### config.mk
export PLATFORM = sky130hd
export DESIGN_NAME = wdtm_top
export DESIGN_NICKNAME = d
export VERILOG_FILES = /design/src/verilog/wdtm_pkg.sv /design/src/verilog/wdtm_sync.sv /design/src/verilog/wdtm_counter.sv /design/src/verilog/wdtm_top.sv
export SDC_FILE = /design/constraint.sdc
export NUM_CORES = 1
export LEC_CHECK = 0
export ABC_AREA = 0
export ABC_CLOCK_PERIOD_IN_PS = 4200
export BUFFER_PORTS_ARGS = -buffer_cell sky130_fd_sc_hd__buf_2
export CAP_MARGIN = 40
export CORE_ASPECT_RATIO = 1.75
export CORE_MARGIN = 2
export CORE_UTILIZATION = 55
export CTS_BUF_LIST = sky130_fd_sc_hd__clkbuf_8
export DETAILED_ROUTE_END_ITERATION = 8
export PLACE_DENSITY = 0.9
export SYNTH_ARGS = -nofsm -noshare
export SYNTH_HDL_FRONTEND = slang
export SYNTH_SLANG_ARGS = --single-unit
### constraint.sdc
create_clock -name pclk -period 4.2 [get_ports pclk]
set_input_delay 0.21 -clock pclk [delete_from_list [all_inputs] [get_ports pclk]]
set_output_delay 0.21 -clock pclk [all_outputs]
set_load 0.01 [all_outputs]
### src/verilog/wdtm_pkg.sv
// wdtm_pkg: constants, register map and carrier types for the watchdog timer
// assumes a 125 MHz pclk and a 32-bit APB register bus
package wdtm_pkg;

	// ----------------------------------------
	// clock and time base
	// ----------------------------------------
	localparam int unsigned CLK_HZ = 125_000_000; // pclk rate
	localparam int unsigned LF_OSC_HZ = 31_000; // low_freq_osc nominal rate
	localparam int unsigned LF_TICK_CYCLES = CLK_HZ / LF_OSC_HZ; // pclk cycles per osc period
	localparam int unsigned COUNT_W = 23; // widest prescale is two to the 23rd
	localparam int unsigned MIN_SHIFT = 5; // minimum prescale 1:32

	// ----------------------------------------
	// register offsets (byte addresses)
	// ----------------------------------------
	localparam logic [7:0] ADDR_CONTROL = 8'h00; // watchdog_control
	localparam logic [7:0] ADDR_STATUS = 8'h04; // flags and live state
	localparam logic [7:0] ADDR_IRQ_STATUS = 8'h08; // sticky events, write one to clear
	localparam logic [7:0] ADDR_IRQ_MASK = 8'h0C; // event mask
	localparam logic [7:0] ADDR_COUNT = 8'h10; // live count

	// ----------------------------------------
	// field positions and reset values
	// ----------------------------------------
	localparam int unsigned CTL_EN_BIT = 0; // soft_wdt_enable
	localparam int unsigned CTL_PS_LSB = 1; // period_select lsb
	localparam logic [4:0] PS_RESET = 5'h0B; // 1:65536, about 2 s
	localparam logic [4:0] PS_MAX = 5'h12; // largest defined code
	localparam logic CTL_EN_RESET = 1'h0;
	localparam int unsigned ST_TO_BIT = 0; // timeout_flag_n
	localparam int unsigned ST_PD_BIT = 1; // powerdown_flag_n
	localparam int unsigned ST_RW_BIT = 2; // wdt_reset_flag_n
	localparam int unsigned ST_ACT_BIT = 3; // watchdog active
	localparam int unsigned ST_SLP_BIT = 4; // device asleep
	localparam int unsigned EVT_RESET = 0; // time-out while awake
	localparam int unsigned EVT_WAKE = 1; // time-out while asleep
	localparam int unsigned EVT_OSCF = 2; // oscillator failure
	localparam int unsigned EVT_W = 3;
	localparam logic [2:0] MASK_RESET = 3'h0;

	// ----------------------------------------
	// enable modes of wdt_mode_select
	// ----------------------------------------
	localparam logic [1:0] MODE_OFF = 2'h0;
	localparam logic [1:0] MODE_SOFT = 2'h1;
	localparam logic [1:0] MODE_AWAKE = 2'h2;
	localparam logic [1:0] MODE_ON = 2'h3;

	// software control fields of watchdog_control
	typedef struct packed {
		logic [4:0] period_select;
		logic soft_wdt_enable;
	} wdtm_ctrl_type;

	// active-low status flags
	typedef struct packed {
		logic wdt_reset_flag_n;
		logic powerdown_flag_n;
		logic timeout_flag_n;
	} wdtm_flags_type;

endpackage : wdtm_pkg

### src/verilog/wdtm_sync.sv
// wdtm_sync: two flip-flop synchroniser for levels entering the pclk domain
// assumes inputs are slow levels; only the second stage is read outside
`timescale 1ns/1ns
module wdtm_sync #(
	parameter int unsigned WIDTH = 1
) (
	input wire logic pclk,
	input wire logic presetn,
	input wire logic [WIDTH-1:0] async_in,
	output logic [WIDTH-1:0] sync_out
);

	// ----------------------------------------
	// two stage capture
	// ----------------------------------------
	logic [WIDTH-1:0] meta_r; // first stage, read only by sync_out

	// first stage
	always_ff @(posedge pclk or negedge presetn) begin
		if (!presetn) begin
			meta_r <= '0;
		end else begin
			meta_r <= async_in;
		end
	end

	// second stage
	always_ff @(posedge pclk or negedge presetn) begin
		if (!presetn) begin
			sync_out <= '0;
		end else begin
			sync_out <= meta_r;
		end
	end

endmodule : wdtm_sync

### src/verilog/wdtm_counter.sv
// wdtm_counter: watchdog count in low-frequency osc periods with time-out pulse
// assumes tick is a one-cycle enable at the osc rate and terminal is stable
`timescale 1ns/1ns
module wdtm_counter
	import wdtm_pkg::*;
#(
	parameter int unsigned WIDTH = COUNT_W
) (
	input wire logic pclk,
	input wire logic presetn,
	input wire logic clear,
	input wire logic enable,
	input wire logic tick,
	input wire logic [WIDTH-1:0] terminal,
	output logic [WIDTH-1:0] count,
	output logic timeout
);

	// ----------------------------------------
	// count and terminal detection
	// ----------------------------------------
	logic hit; // count at terminal on a tick

	assign hit = enable && tick && (count == terminal);

	// count register, clear has priority
	always_ff @(posedge pclk or negedge presetn) begin
		if (!presetn) begin
			count <= '0;
		end else if (clear || !enable) begin
			count <= '0;
		end else if (hit) begin
			count <= '0;
		end else if (tick) begin
			count <= count + WIDTH'(1);
		end
	end

	// one pclk pulse per time-out
	always_ff @(posedge pclk or negedge presetn) begin
		if (!presetn) begin
			timeout <= 1'b0;
		end else begin
			timeout <= hit && !clear;
		end
	end

endmodule : wdtm_counter

### src/verilog/wdtm_top.sv
// wdtm_top: watchdog timer with APB registers, sleep handling and status flags
// assumes core signals share pclk; osc_fail arrives asynchronously from a pin
//
// Summary of operation
// - awake time-out requests a device reset
// - time base is low-frequency oscillator, about 32 us
// - two-bit mode field; 00 means always off
// - mode 11 always active, even in Sleep
// - mode 10 active awake, off in Sleep
// - mode 01 follows the software enable bit
// - software mode unaffected by Sleep transitions
// - period is 32 times two to code
// - reserved codes give the 1:32 interval
// - period resets to the 1:65536 code
// - count cleared on reset, clear, sleep, failure, disable
// - oscillator divider change leaves count alone
// - sleep entry clears, counting restarts, exit clears
// - sleep time-out wakes device, updates flags
// - watchdog-reset flag records the event, active low
// - wake clears count, clears timeout, clears powerdown
`timescale 1ns/1ns
module wdtm_top
	import wdtm_pkg::*;
#(
	parameter int unsigned TICK_CYCLES = LF_TICK_CYCLES,
	parameter int unsigned CNT_W = COUNT_W
) (
	input wire logic pclk,
	input wire logic presetn,
	input wire logic psel,
	input wire logic penable,
	input wire logic pwrite,
	input wire logic [7:0] paddr,
	input wire logic [31:0] pwdata,
	output logic [31:0] prdata,
	output logic pready,
	output logic pslverr,
	input wire logic [1:0] wdt_mode_select,
	input wire logic wdt_clear_instruction,
	input wire logic sleep_active,
	input wire logic osc_fail,
	output logic wdt_reset_req,
	output logic wake_req,
	output logic timeout_flag_n,
	output logic powerdown_flag_n,
	output logic wdt_reset_flag_n,
	output logic irq
);

	// ----------------------------------------
	// elaboration checks
	// ----------------------------------------
	generate
		if (TICK_CYCLES < 1 || TICK_CYCLES > 4096) begin : g_bad_tick
			$error("TICK_CYCLES must fit the 12-bit divider");
		end
		if (CNT_W < COUNT_W || CNT_W > 32) begin : g_bad_width
			$error("CNT_W must cover the longest period and fit a bus word");
		end
	endgenerate

	// ----------------------------------------
	// decode helpers
	// ----------------------------------------

	// terminal count for a period code, reserved codes fall to 1:32
	function automatic logic [CNT_W-1:0] period_terminal(input logic [4:0] code);
		logic [CNT_W-1:0] t;
		int unsigned shift;
		t = '0;
		shift = (code > PS_MAX) ? MIN_SHIFT : MIN_SHIFT + int'(code);
		for (int i = 0; i < CNT_W; i++) begin
			t[i] = (i < shift);
		end
		return t;
	endfunction : period_terminal

	// watchdog enable from mode, software bit and sleep state
	function automatic logic mode_active(input logic [1:0] mode, input logic sw_en, input logic asleep);
		logic a;
		a = 1'b0;
		unique case (mode)
			MODE_ON: begin
				a = 1'b1;
			end
			MODE_AWAKE: begin
				a = !asleep;
			end
			MODE_SOFT: begin
				a = sw_en;
			end
			MODE_OFF: begin
				a = 1'b0;
			end
		endcase
		return a;
	endfunction : mode_active

	// ----------------------------------------
	// declarations
	// ----------------------------------------
	wdtm_ctrl_type ctrl_r; // software control fields
	wdtm_flags_type flags_r; // active-low status flags
	logic [EVT_W-1:0] evt_r; // sticky events
	logic [EVT_W-1:0] mask_r; // event mask
	logic [11:0] div_r; // osc period divider
	logic tick_r; // one pulse per osc period
	logic sleep_q_r; // previous sleep level
	logic osc_fail_s; // synchronised failure level
	logic osc_fail_q_r; // previous failure level
	logic sleep_enter; // sleep rising edge
	logic sleep_exit; // sleep falling edge
	logic active; // watchdog running
	logic active_r; // registered running state
	logic cnt_clear; // count clear request
	logic [CNT_W-1:0] count; // live count
	logic timeout_p; // time-out pulse from counter
	logic timeout_q_r; // retimed time-out
	logic timeout_sleep_r; // time-out came while asleep
	logic apb_setup; // setup phase
	logic apb_wr; // write taken this edge
	logic [EVT_W-1:0] evt_set; // events this cycle
	logic [31:0] rdata_nxt; // read mux
	logic addr_ok; // address decodes

	// ----------------------------------------
	// low-frequency time base
	// ----------------------------------------

	// divide pclk down to the osc period
	always_ff @(posedge pclk or negedge presetn) begin
		if (!presetn) begin
			div_r <= '0;
			tick_r <= 1'b0;
		end else if (div_r == 12'(TICK_CYCLES - 1)) begin
			div_r <= '0;
			tick_r <= 1'b1;
		end else begin
			div_r <= div_r + 12'h001;
			tick_r <= 1'b0;
		end
	end

	// ----------------------------------------
	// sleep and failure edges
	// ----------------------------------------
	wdtm_sync #(
		.WIDTH(1)
	) u_osc_sync (
		.pclk(pclk),
		.presetn(presetn),
		.async_in(osc_fail),
		.sync_out(osc_fail_s)
	);

	// previous levels for edge detection
	always_ff @(posedge pclk or negedge presetn) begin
		if (!presetn) begin
			sleep_q_r <= 1'b0;
			osc_fail_q_r <= 1'b0;
		end else begin
			sleep_q_r <= sleep_active;
			osc_fail_q_r <= osc_fail_s;
		end
	end

	assign sleep_enter = sleep_active && !sleep_q_r;
	assign sleep_exit = !sleep_active && sleep_q_r;

	// ----------------------------------------
	// enable and count
	// ----------------------------------------
	assign active = mode_active(wdt_mode_select, ctrl_r.soft_wdt_enable, sleep_active);

	// count clears; the osc divider select has no path here
	assign cnt_clear = wdt_clear_instruction
		|| sleep_enter || sleep_exit
		|| osc_fail_s
		|| !active;

	wdtm_counter #(
		.WIDTH(CNT_W)
	) u_counter (
		.pclk(pclk),
		.presetn(presetn),
		.clear(cnt_clear),
		.enable(active),
		.tick(tick_r),
		.terminal(period_terminal(ctrl_r.period_select)),
		.count(count),
		.timeout(timeout_p)
	);

	// retime the time-out and note the sleep state at that moment
	always_ff @(posedge pclk or negedge presetn) begin
		if (!presetn) begin
			timeout_q_r <= 1'b0;
			timeout_sleep_r <= 1'b0;
			active_r <= 1'b0;
		end else begin
			timeout_q_r <= timeout_p;
			timeout_sleep_r <= sleep_active;
			active_r <= active;
		end
	end

	// ----------------------------------------
	// reset and wake requests
	// ----------------------------------------

	// awake time-out resets, sleeping time-out wakes
	always_ff @(posedge pclk or negedge presetn) begin
		if (!presetn) begin
			wdt_reset_req <= 1'b0;
			wake_req <= 1'b0;
		end else begin
			wdt_reset_req <= timeout_q_r && !timeout_sleep_r;
			wake_req <= timeout_q_r && timeout_sleep_r;
		end
	end

	// ----------------------------------------
	// status flags
	// ----------------------------------------

	// all flags in one process so the struct has a single driver
	always_ff @(posedge pclk or negedge presetn) begin
		if (!presetn) begin
			flags_r.timeout_flag_n <= 1'b1;
			flags_r.powerdown_flag_n <= 1'b1;
			flags_r.wdt_reset_flag_n <= 1'b1;
		end else begin
			// time-out wins over other updates
			if (timeout_q_r) begin
				flags_r.timeout_flag_n <= 1'b0;
				flags_r.powerdown_flag_n <= !timeout_sleep_r;
			end else if (sleep_enter) begin
				flags_r.timeout_flag_n <= 1'b1;
				flags_r.powerdown_flag_n <= 1'b0;
			end else if (wdt_clear_instruction) begin
				flags_r.timeout_flag_n <= 1'b1;
				flags_r.powerdown_flag_n <= 1'b1;
			end
			// watchdog-reset event wins over software set
			if (timeout_q_r && !timeout_sleep_r) begin
				flags_r.wdt_reset_flag_n <= 1'b0;
			end else if (apb_wr && paddr == ADDR_STATUS && pwdata[ST_RW_BIT]) begin
				flags_r.wdt_reset_flag_n <= 1'b1;
			end
		end
	end

	// flag outputs straight from flops
	always_ff @(posedge pclk or negedge presetn) begin
		if (!presetn) begin
			timeout_flag_n <= 1'b1;
			powerdown_flag_n <= 1'b1;
			wdt_reset_flag_n <= 1'b1;
		end else begin
			timeout_flag_n <= flags_r.timeout_flag_n;
			powerdown_flag_n <= flags_r.powerdown_flag_n;
			wdt_reset_flag_n <= flags_r.wdt_reset_flag_n;
		end
	end

	// ----------------------------------------
	// apb slave
	// ----------------------------------------
	assign apb_setup = psel && !penable;
	assign apb_wr = psel && penable && pready && pwrite;

	// address decode
	always_comb begin
		addr_ok = 1'b1;
		rdata_nxt = '0;
		unique case (paddr)
			ADDR_CONTROL: begin
				rdata_nxt[CTL_EN_BIT] = ctrl_r.soft_wdt_enable;
				rdata_nxt[CTL_PS_LSB +: 5] = ctrl_r.period_select;
			end
			ADDR_STATUS: begin
				rdata_nxt[ST_TO_BIT] = flags_r.timeout_flag_n;
				rdata_nxt[ST_PD_BIT] = flags_r.powerdown_flag_n;
				rdata_nxt[ST_RW_BIT] = flags_r.wdt_reset_flag_n;
				rdata_nxt[ST_ACT_BIT] = active_r;
				rdata_nxt[ST_SLP_BIT] = sleep_q_r;
			end
			ADDR_IRQ_STATUS: begin
				rdata_nxt[EVT_W-1:0] = evt_r;
			end
			ADDR_IRQ_MASK: begin
				rdata_nxt[EVT_W-1:0] = mask_r;
			end
			ADDR_COUNT: begin
				rdata_nxt[CNT_W-1:0] = count;
			end
			default: begin
				addr_ok = 1'b0; // unmapped
			end
		endcase
	end

	// one wait-free access phase; data and error caught at setup
	always_ff @(posedge pclk or negedge presetn) begin
		if (!presetn) begin
			pready <= 1'b0;
			pslverr <= 1'b0;
			prdata <= '0;
		end else if (apb_setup) begin
			pready <= 1'b1;
			pslverr <= !addr_ok;
			prdata <= pwrite ? 32'h0000_0000 : rdata_nxt;
		end else begin
			pready <= 1'b0;
			pslverr <= 1'b0;
			prdata <= '0;
		end
	end

	// control register
	always_ff @(posedge pclk or negedge presetn) begin
		if (!presetn) begin
			ctrl_r.period_select <= PS_RESET;
			ctrl_r.soft_wdt_enable <= CTL_EN_RESET;
		end else if (apb_wr && paddr == ADDR_CONTROL) begin
			ctrl_r.period_select <= pwdata[CTL_PS_LSB +: 5];
			ctrl_r.soft_wdt_enable <= pwdata[CTL_EN_BIT];
		end
	end

	// mask register
	always_ff @(posedge pclk or negedge presetn) begin
		if (!presetn) begin
			mask_r <= MASK_RESET;
		end else if (apb_wr && paddr == ADDR_IRQ_MASK) begin
			mask_r <= pwdata[EVT_W-1:0];
		end
	end

	// ----------------------------------------
	// interrupt events
	// ----------------------------------------
	assign evt_set[EVT_RESET] = timeout_q_r && !timeout_sleep_r;
	assign evt_set[EVT_WAKE] = timeout_q_r && timeout_sleep_r;
	assign evt_set[EVT_OSCF] = osc_fail_s && !osc_fail_q_r;

	// sticky events, set wins over write-one-to-clear
	always_ff @(posedge pclk or negedge presetn) begin
		if (!presetn) begin
			evt_r <= '0;
		end else if (apb_wr && paddr == ADDR_IRQ_STATUS) begin
			evt_r <= (evt_r & ~pwdata[EVT_W-1:0]) | evt_set;
		end else begin
			evt_r <= evt_r | evt_set;
		end
	end

	// level interrupt from unmasked events
	always_ff @(posedge pclk or negedge presetn) begin
		if (!presetn) begin
			irq <= 1'b0;
		end else begin
			irq <= |(evt_r & mask_r);
		end
	end

endmodule : wdtm_top

# Word level (Yosys, flattened, before mapping)
# Cells that the tools add are included.
# word_totals
regBits	98
input_bits	50
out_inout_bits	40
wordCells	125
# op_classes
n_addsub	3
n_lt_le_gt_ge	24
eq_ne	9
muxes	22
bitwise_logic	5
reduce_logical	36
# op_table
cell	n
two-way mux 23 bit	5
< comparator 4 x 6 -> 1 bit (first input constant)	8
< comparator 5 x 6 -> 1 bit (first input constant)	7
< comparator 3 x 6 -> 1 bit (first input constant)	4
adder 23 x 1 -> 23 bit (second input constant)	1
== test 23 bit	1
logical AND 1 bit	17
two-way mux 17 bit	1
== test 8 x 4 -> 1 bit (second input constant)	2
case mux 3 bit (5 select lines)	1
adder 12 x 1 -> 12 bit (second input constant)	1
== test 12 bit (second input constant)	1
< comparator 1 x 6 -> 1 bit (first input constant)	2
< comparator 2 x 6 -> 1 bit (first input constant)	2
two-way mux 12 bit	1
== test 8 x 3 -> 1 bit (second input constant)	1
== test 8 x 5 -> 1 bit (second input constant)	1
zero test 8 bit	1
zero test 1 bit	7
adder 3 x 5 -> 6 bit (first input constant)	1
bitwise AND 3 bit	2
two-way mux 1 bit	6
two-way mux 2 bit	3
two-way mux 6 bit	1
other kinds (15)	22

# Logic depth before layout (Yosys ltp)
# Gate-level depths: netlist of run 1.
# logic_depth
ltp_word	8
mapped_depth	14
mapped_depth_nobuf	11

# Hierarchy
# Synthesis of run 1 repeated with hierarchy kept, for this count alone.
# hier_totals
hier_cells	465
hier_area_um2	4583.1
# by_module_without_submodules
mod	n_inst	cells_per_inst	area_per_inst_um2	seq_area_each_um2
wdtm_top	1	300	3030.4	1587.8
wdtm_counter	1	163	1502.7	600.6
wdtm_sync	1	2	50.0	50.0

# Worst setup path before layout of run 1
# OpenSTA, ideal clock, no wires.
# synth_timing
path_type	register -> register
start	register ctrl_r[1] in the netlist's numbering
end	register u_counter.count[18]
setup_time_ns	0.119
arrival_time_ns	3.014
required_ns	4.081
setup_slack_ns	1.067
stages_incl_launch_ff	15
n_path_buf	3
period_less_slack_ns	3.133
path_cell_list	dfstp_2 -> buf_2 -> inv_1 -> ha_1 -> buf_4 -> nand2_1 -> a221oi_1 -> o21ai_0 -> xor2_1 -> or4_1 -> nor4_2 -> nand4_2 -> nand2_4 -> buf_12 -> nor2_2
# synth_between
elab_chain_cells	7
elab_cells_between_ends	31
cone_classes	add/sub: 1; order compare: 24; eq/ne: 1; mux: 3; reduce/logical: 2
# synth_lines
element	line_no	source
start: declaration	wdtm_top.sv:102	wdtm_ctrl_type ctrl_r;
adder 3 x 5 -> 6 bit or greater-than comparator 5 bit (tied branches)	wdtm_top.sv:71	shift = (code > PS_MAX) ? MIN_SHIFT : MIN_SHIFT + int'(code);
two-way mux 6 bit *	wdtm_top.sv:71	
< comparator 1 x 6 -> 1 bit, or another cell as far along	wdtm_top.sv:73	t[i] = (i < shift);
== test 23 bit *	wdtm_counter.sv:24	assign hit = enable && tick && (count == terminal);
logical AND 1 bit *	wdtm_counter.sv:24	
two-way mux 23 bit	wdtm_counter.sv:32	end else if (hit) begin
two-way mux 23 bit	wdtm_counter.sv:30	end else if (clear || !enable) begin
end signal: assignment	wdtm_counter.sv:35	count <= count + WIDTH'(1);
end: declaration	wdtm_counter.sv:15	output logic [WIDTH-1:0] count,
# Every way passes the cells marked *; elsewhere a longest branch is shown, timed or not.
# A chain may end at the register's enable or synchronous reset.

# Worst setup path after layout of run 1
# layout_timing
start	register ctrl_r[1] in the netlist's numbering
end	register u_counter.count[5]
# Same word-level chain as after synthesis.

==> flow_summary.yaml, run 1 <==
status:
  status: "finished clean"
power:
  power.density_mw_per_mm2: 284.7
  power.static_leakage_nw: 2.362
  p_int_mw: 1.163
  pwr-share-seq_pct: 57.0
  switching_share_pct: 23.56
  p_clk_share_pct: 38.6
  power_frac_comb_pct: 4.3
  peakVddDrop_mv: 0.2036
  p_switching_uw: 358.3
sta:
  finClkSkew_ps: 8.994
  setup_violations: 0
  fmax_mhz: 268.5
  period_minus_slack_ps: 3725
  slew_headroom_pct: 48.67
  rsz0062_at_grt: "false"
  slew_violations: 0
  min_period_over_period_pct: 88.69
  hold_viol_final: 0
  worstMarginPinSlew_ps: 762.9
  fin_setup_tns_ps: 0
setup_path:
  crit_arrival_ps: 3980
  slowest_stage: "dfstp_2"
  path_cells: "ha_1 > xor2_1 > o32a_2 > nand2b_1 > and4_1 > a31oi_1 > a221oi_1 > nand4_2 > nand2_4 > nor2_1"
  cp-start-kind: "flop"
  worstSetupPathType: "reg -> reg"
  worstPathBufferInverterCount: 0
  path_max_fanout: 14
  critical_path_required_ps: 4450
  cp-end-kind: "flop"
  crit_cells: 10
  r2r_slack_ps: 480
  rr_endpoint: "u_counter.count[5]"
  reg2reg_from: "ctrl_r[1]"
  slowest_delay_ps: 710
  cpLargestDelayFamily: "simple AND/OR/NAND/NOR gates"
  reg2regPathDepth: 10
detailed_routing:
  post-route-drc-count: 0
  wl_per_cell_um: 17.67
  postRouteAntennaNets: 0
  vias_per_cell: 6.048
  first_iter_violations: 238
  vias: 3925
  drt_first_pass_iters: 7
  wirelength_um: 11470
clock_network:
  ctsHtreeMaxLevel: 3
  clock_latency_ps: 360
  cts.sinks: 89
  clkTransAtPathRegs_ps: 90
  cts_tree: "done"
  cts.path.max_buffers: 2
  root_buffer: "clkbuf_8"
  cts_made_buffers: 9
synthesis:
  synth_edf_count: 0
  yosys.area.top_type: "dfrtp_1"
  ys_types: 79
  synth_top_area_share_pct: 41.25
  ys.warnings.count: 0
  synth_seq_area_share_pct: 46.12
  syn_inst: 481
  synth.cell_area_mm2: 0.004853
  synth_ff_type: "dfrtp_1"
  synthArstFlopShare_pct: 100.0
  post_synth.cell_area_avg_um2: 10.09
  synth_area_leaders: "dfrtp_1 41%, dfstp_2 4.9%, nor2_1 3.5%"
  synth-seq-cells: 89
final_layout:
  drive_above_1_share_pct: 23.50
  final_area_mm2: 0.005341
  antennaDiodeCount: 0
  nets: 581
  area_growth_syn_to_layout_pct: 10.05
grt:
  grt_overflow_total: 0
  grt_pass1_vias: 3918
  grt_pass1_wl_um: 18600
  track_usage_pct: 25.47
  antenna_found_initial: 0
  grt_max_degree: 50
placed_design:
  hpwl_um: 8507
  gp_congestion: 0.8767
  portBuffers: 54
  place_area_mm2: 0.005115
die:
  core_mm2: 0.008615
  die_h_um: 128.3
  initial_core_util_pct: 56.34
  io_pins: 90
  dieArea_mm2: 0.009622
  rows: 45
  die_width_um: 75.01
min_path:
  worstHoldPathCells: 2
  min_from: "penable"
  hp-class: "in -> reg"
  hold_end: "pready"
job:
  cap_violations: 0
==> cell usage after synthesis (3+ instances only) <==
cell type / n
nand3_1: 24
ha_1: 4
dfrtp_1: 80
o211ai_1: 3
or4_1: 4
nor4_1: 3
mux2_2: 14
inv_1: 9
nand4_1: 10
nor4b_1: 4
mux2i_1: 3
o21ai_1: 6
and2_1: 18
clkbuf_1: 8
and3_1: 9
dfstp_2: 9
nand2_1: 37
nor2_2: 10
or3_1: 4
o21ai_0: 13
buf_2: 3
a222oi_1: 4
nor2_1: 45
a21oi_1: 15
and4_1: 5
nand2b_1: 8
nor3_1: 9
a21o_1: 3
a22oi_1: 3
xnor2_1: 13
buf_4: 15
xor2_1: 18
a31oi_1: 5
a311oi_1: 3
a31o_2: 3
nor2b_1: 4
or2_2: 3
==> worst max path at each step <==
stage          startpoint                   to  slack (ps)
4_1_cts         ctrl_r[1]   u_counter.count[5]         520
6_report        ctrl_r[1]   u_counter.count[5]         480
5_1_grt         ctrl_r[1]   u_counter.count[2]         280
2_1_floorplan   ctrl_r[1]  u_counter.count[18]        1070
3_3_place_gp    ctrl_r[1]   u_counter.count[5]         660
3_5_place_dp    ctrl_r[1]   u_counter.count[5]         510
==> cell families after synthesis <==
family | share of synthesized area [%]
adder cells (fa/ha/maj) | 1.031
AO/OA/AOI/OAI | 12.53
flip-flops | 46.12
AND/OR/NAND/NOR | 24.59
buffers and inverters | 5.388
XOR/XNOR | 6.161
multiplexers | 4.099
other | 0.07727
==> power groups by stage <==
stage | Sequential, mW | Clock, mW | Combinational, mW
after floorplan | 0.884 | 0 | 0.0303
after global placement | 0.884 | 0 | 0.0577
after detailed placement | 0.884 | 0 | 0.0639
after CTS | 0.868 | 0.600 | 0.0661
after global routing | 0.868 | 0.633 | 0.0727
final | 0.868 | 0.588 | 0.0655
==> through the flow <==
step | utilization [%] | total power, mW | hold slack, ps | worst slack, ps | instances
after floorplan | - | 0.9143 | -85.59 | 1067 | 489
after global placement | 59.00 | 0.9416 | 318.7 | 655.0 | 628
after detailed placement | 59.38 | 0.9481 | 223.7 | 511.9 | 630
after CTS | 62.00 | 1.534 | 2.628 | 522.5 | 649
after global routing | 62.00 | 1.574 | 25.34 | 279.5 | 649
final | 62.00 | 1.521 | 23.21 | 475.1 | 649
==> cell type report <==
class,count,area (um^2)
clock inverters,7,72.57
flip-flops and latches,89,2238
repair buffers,60,342.8
fillers,701,3273
well taps,117,146.4
multi-input cells,358,2384
inverters,9,33.78
clock buffers,9,123.9
==> worst register-to-register path, stage by stage (launching register included) <==
cell      delay [ps]
dfstp_2          710
ha_1             550
xor2_1           450
o32a_2           310
nand2b_1         150
and4_1           190
a31oi_1           50
a221oi_1         510
nand4_2          310
nand2_4          290
nor2_1            80
==> routing by layer <==
layer,global-route usage (%),wire [um],up-vias
met5,0,0,-
met4,15.44,561,0
met3,4.088,523,43
met2,43.76,6174,151
met1,28.42,4205,1932
li1,-,-,1799
==> repair_timing <==
item / 4_1_cts / 5_1_grt
hold buffers: 3 / 0
endpoints found under the hold margin: 34 / 0
resized for setup: 0 / 0
buffers inserted: 0 / 0
==> cell usage in the layout (no fill, tap or decap), types with 10 or more instances in the layout <==
| cell type | n |
|---|---|
| dfrtp_1 | 80 |
| buf_2 | 54 |
| nor2_1 | 45 |
| nand2_1 | 37 |
| nand3_1 | 24 |
| and2_1 | 18 |
| xor2_1 | 18 |
| a21oi_1 | 15 |
| mux2_2 | 14 |
| o21ai_0 | 13 |
| xnor2_1 | 13 |
| inv_1 | 11 |
| nand4_1 | 10 |
| nor2_2 | 10 |
==> state kept, by name (all words and copies together), names as in the netlist, 3 cells and up <==
register,flops
ctrl_r,6
div_r,12
evt_r,3
flags_r,3
mask_r,3
prdata,23
u_counter.count,23
Note: power is estimated with default switching activity, not from simulation.
==> inputs of run 2 (changes only) <==
--- a/config.mk
+++ b/config.mk
@@ -14,6 +14,7 @@
 export CORE_UTILIZATION = 55
 export CTS_BUF_LIST = sky130_fd_sc_hd__clkbuf_8
 export DETAILED_ROUTE_END_ITERATION = 8
+export HOLD_SLACK_MARGIN = 0.1
 export PLACE_DENSITY = 0.9
 export SYNTH_ARGS = -nofsm -noshare
 export SYNTH_HDL_FRONTEND = slang
==> run 2 against run 1 <==
Compared with the run above:
- non-clock buffer count grew 5
- clock skew grew 0.72 ps
- sequential power is essentially flat
- count of clock-buffer cells in the layout is the same
- hold slack gained 94 ps
- critical endpoint unchanged
- critical path type unchanged
- register-to-register slack is essentially flat
- clock power is essentially flat
==> flow_summary.yaml, run 2 (same netlist as run 1, synthesis figures left out) <==
setup_path:
  cp-start-kind: "flop"
  rr_endpoint: "u_counter.count[5]"
  critical_path_required_ps: 4450
  cp-end-kind: "flop"
  path_max_fanout: 14
  crit_path_end: "u_counter.count[5]"
  crit_arrival_ps: 3980
  r2r_slack_ps: 480
  worstSetupPathType: "reg -> reg"
  timing.critical_path.from: "ctrl_r[1]"
  reg2regPathDepth: 10
  reg2reg_from: "ctrl_r[1]"
die:
  io_pins: 90
  initial_core_util_pct: 56.34
  die_h_um: 128.3
  die_width_um: 75.01
  dieArea_mm2: 0.009622
  rows: 45
  core_mm2: 0.008615
grt:
  grt_pass1_vias: 3943
  track_usage_pct: 25.61
  grt_overflow_total: 0
  grt_max_degree: 50
  antenna_found_initial: 0
  grt_pass1_wl_um: 18690
sta:
  hold_viol_final: 0
  worstMarginPinSlew_ps: 743.0
  period_minus_slack_ps: 3724
  fmax_mhz: 268.6
  min_period_over_period_pct: 88.66
  finClkSkew_ps: 9.715
  setup_slack_ps: 476.4
  whs_ps: 116.9
  setup_violations: 0
  fin_setup_tns_ps: 0
  slew_violations: 0
  rsz0062_at_grt: "false"
  slew_headroom_pct: 50.28
power:
  power.static_leakage_nw: 2.383
  peakVddDrop_mv: 0.2042
  p_int_mw: 1.166
  switching_share_pct: 23.66
  power.density_mw_per_mm2: 283.2
  p_clk_share_pct: 38.6
  power_frac_comb_pct: 4.5
  power_mw: 1.527
  pwr-share-seq_pct: 56.8
  p_switching_uw: 361.2
placed_design:
  place_ws_ps: 511.9
  gp_congestion: 0.8767
  hpwl_um: 8507
  place_area_mm2: 0.005115
  dp.cells: 630
  portBuffers: 54
final_layout:
  drive_above_1_share_pct: 23.28
  fillers: 692
  final_area_mm2: 0.005391
  antennaDiodeCount: 0
  layout_common_cells: "80 x dfrtp_1, 54 x buf_2, 45 x nor2_1"
  nets: 586
  area_growth_syn_to_layout_pct: 11.09
  final_cells: 654
  reg.largest.list: "prdata: 23 flops, u_counter.count: 23 flops, div_r: 12 flops"
  final_common_cell: "dfrtp_1"
  final_core_util_pct: 62.59
detailed_routing:
  first_iter_violations: 230
  vias: 3914
  vias_per_cell: 5.985
  drt_first_pass_iters: 6
  wl_per_cell_um: 17.66
  wirelength_um: 11550
  post-route-drc-count: 0
  postRouteAntennaNets: 0
min_path:
  hp-class: "in -> reg"
status:
  status: "finished clean"
clock_network:
  ctsResizeCount: 0
  cts_made_buffers: 9
  cts.path.max_buffers: 2
  clkTransAtPathRegs_ps: 90
  root_buffer: "clkbuf_8"
  cts_tree: "done"
  cts.sinks: 89
  ctsHtreeMaxLevel: 3
  clock_latency_ps: 370
job:
  cap_violations: 0
==> run 2: changes by cell type in the layout (fill, tap and decap cells not counted) <==
cell	before	now
dlygate4sd3_1	3	8
==> run 2: worst min-delay path by stage <==
stage                   start  depth (start not counted)  slack, ps           endpoint
finish              pwdata[0]                          2        120          ctrl_r[0]
global route        pwdata[0]                          2        120          ctrl_r[0]
CTS                 pwdata[0]                          2        100          ctrl_r[0]
detailed placement    presetn                          1        220           div_r[9]
global placement     osc_fail                          1        320  u_osc_sync.meta_r
floorplan             presetn                          0        -90           active_r
==> run 2: repair_timing <==
action	4_1_cts	5_1_grt
hold buffers	8	0
setup buffers	0	0
hold endpoints to repair	39	0
==> run 2: layer usage <==
layer / vias up / share of wire [%] / GRT usage, % / wire length, um
li1: 1806 / - / - / -
met1: 1903 / 36 / 28.58 / 4213
met2: 157 / 54 / 43.86 / 6186
met3: 48 / 4.7 / 4.167 / 540
met4: 0 / 5.3 / 15.76 / 608
met5: - / 0 / 0 / 0
==> run 2: cell type report <==
class / count / area [um^2] / share of cell area (%)
clock buffer: 9 / 123.9 / 2.298
inverter: 9 / 33.78 / 0.6266
clock inverter: 7 / 72.57 / 1.346
sequential: 89 / 2238 / 41.52
multi-input combinational: 358 / 2384 / 44.21
tap: 117 / 146.4 / 2.715
timing repair buffer: 65 / 392.9 / 7.287
==> run 2: worst max-delay path, cell delays in order, from the launching register on <==
cell,delay (ps)
dfstp_2,710
ha_1,550
xor2_1,450
o32a_2,310
nand2b_1,160
and4_1,190
a31oi_1,50
a221oi_1,500
nand4_2,300
nand2_4,290
nor2_1,80
==> run 2: power by group through the flow <==
stage | Clock, mW | Combinational, mW | Sequential [mW]
floorplan | 0 | 0.0303 | 0.884
global placement | 0 | 0.0577 | 0.884
detailed placement | 0 | 0.0639 | 0.884
CTS | 0.600 | 0.0697 | 0.868
global route | 0.633 | 0.0766 | 0.868
finish | 0.590 | 0.0692 | 0.868
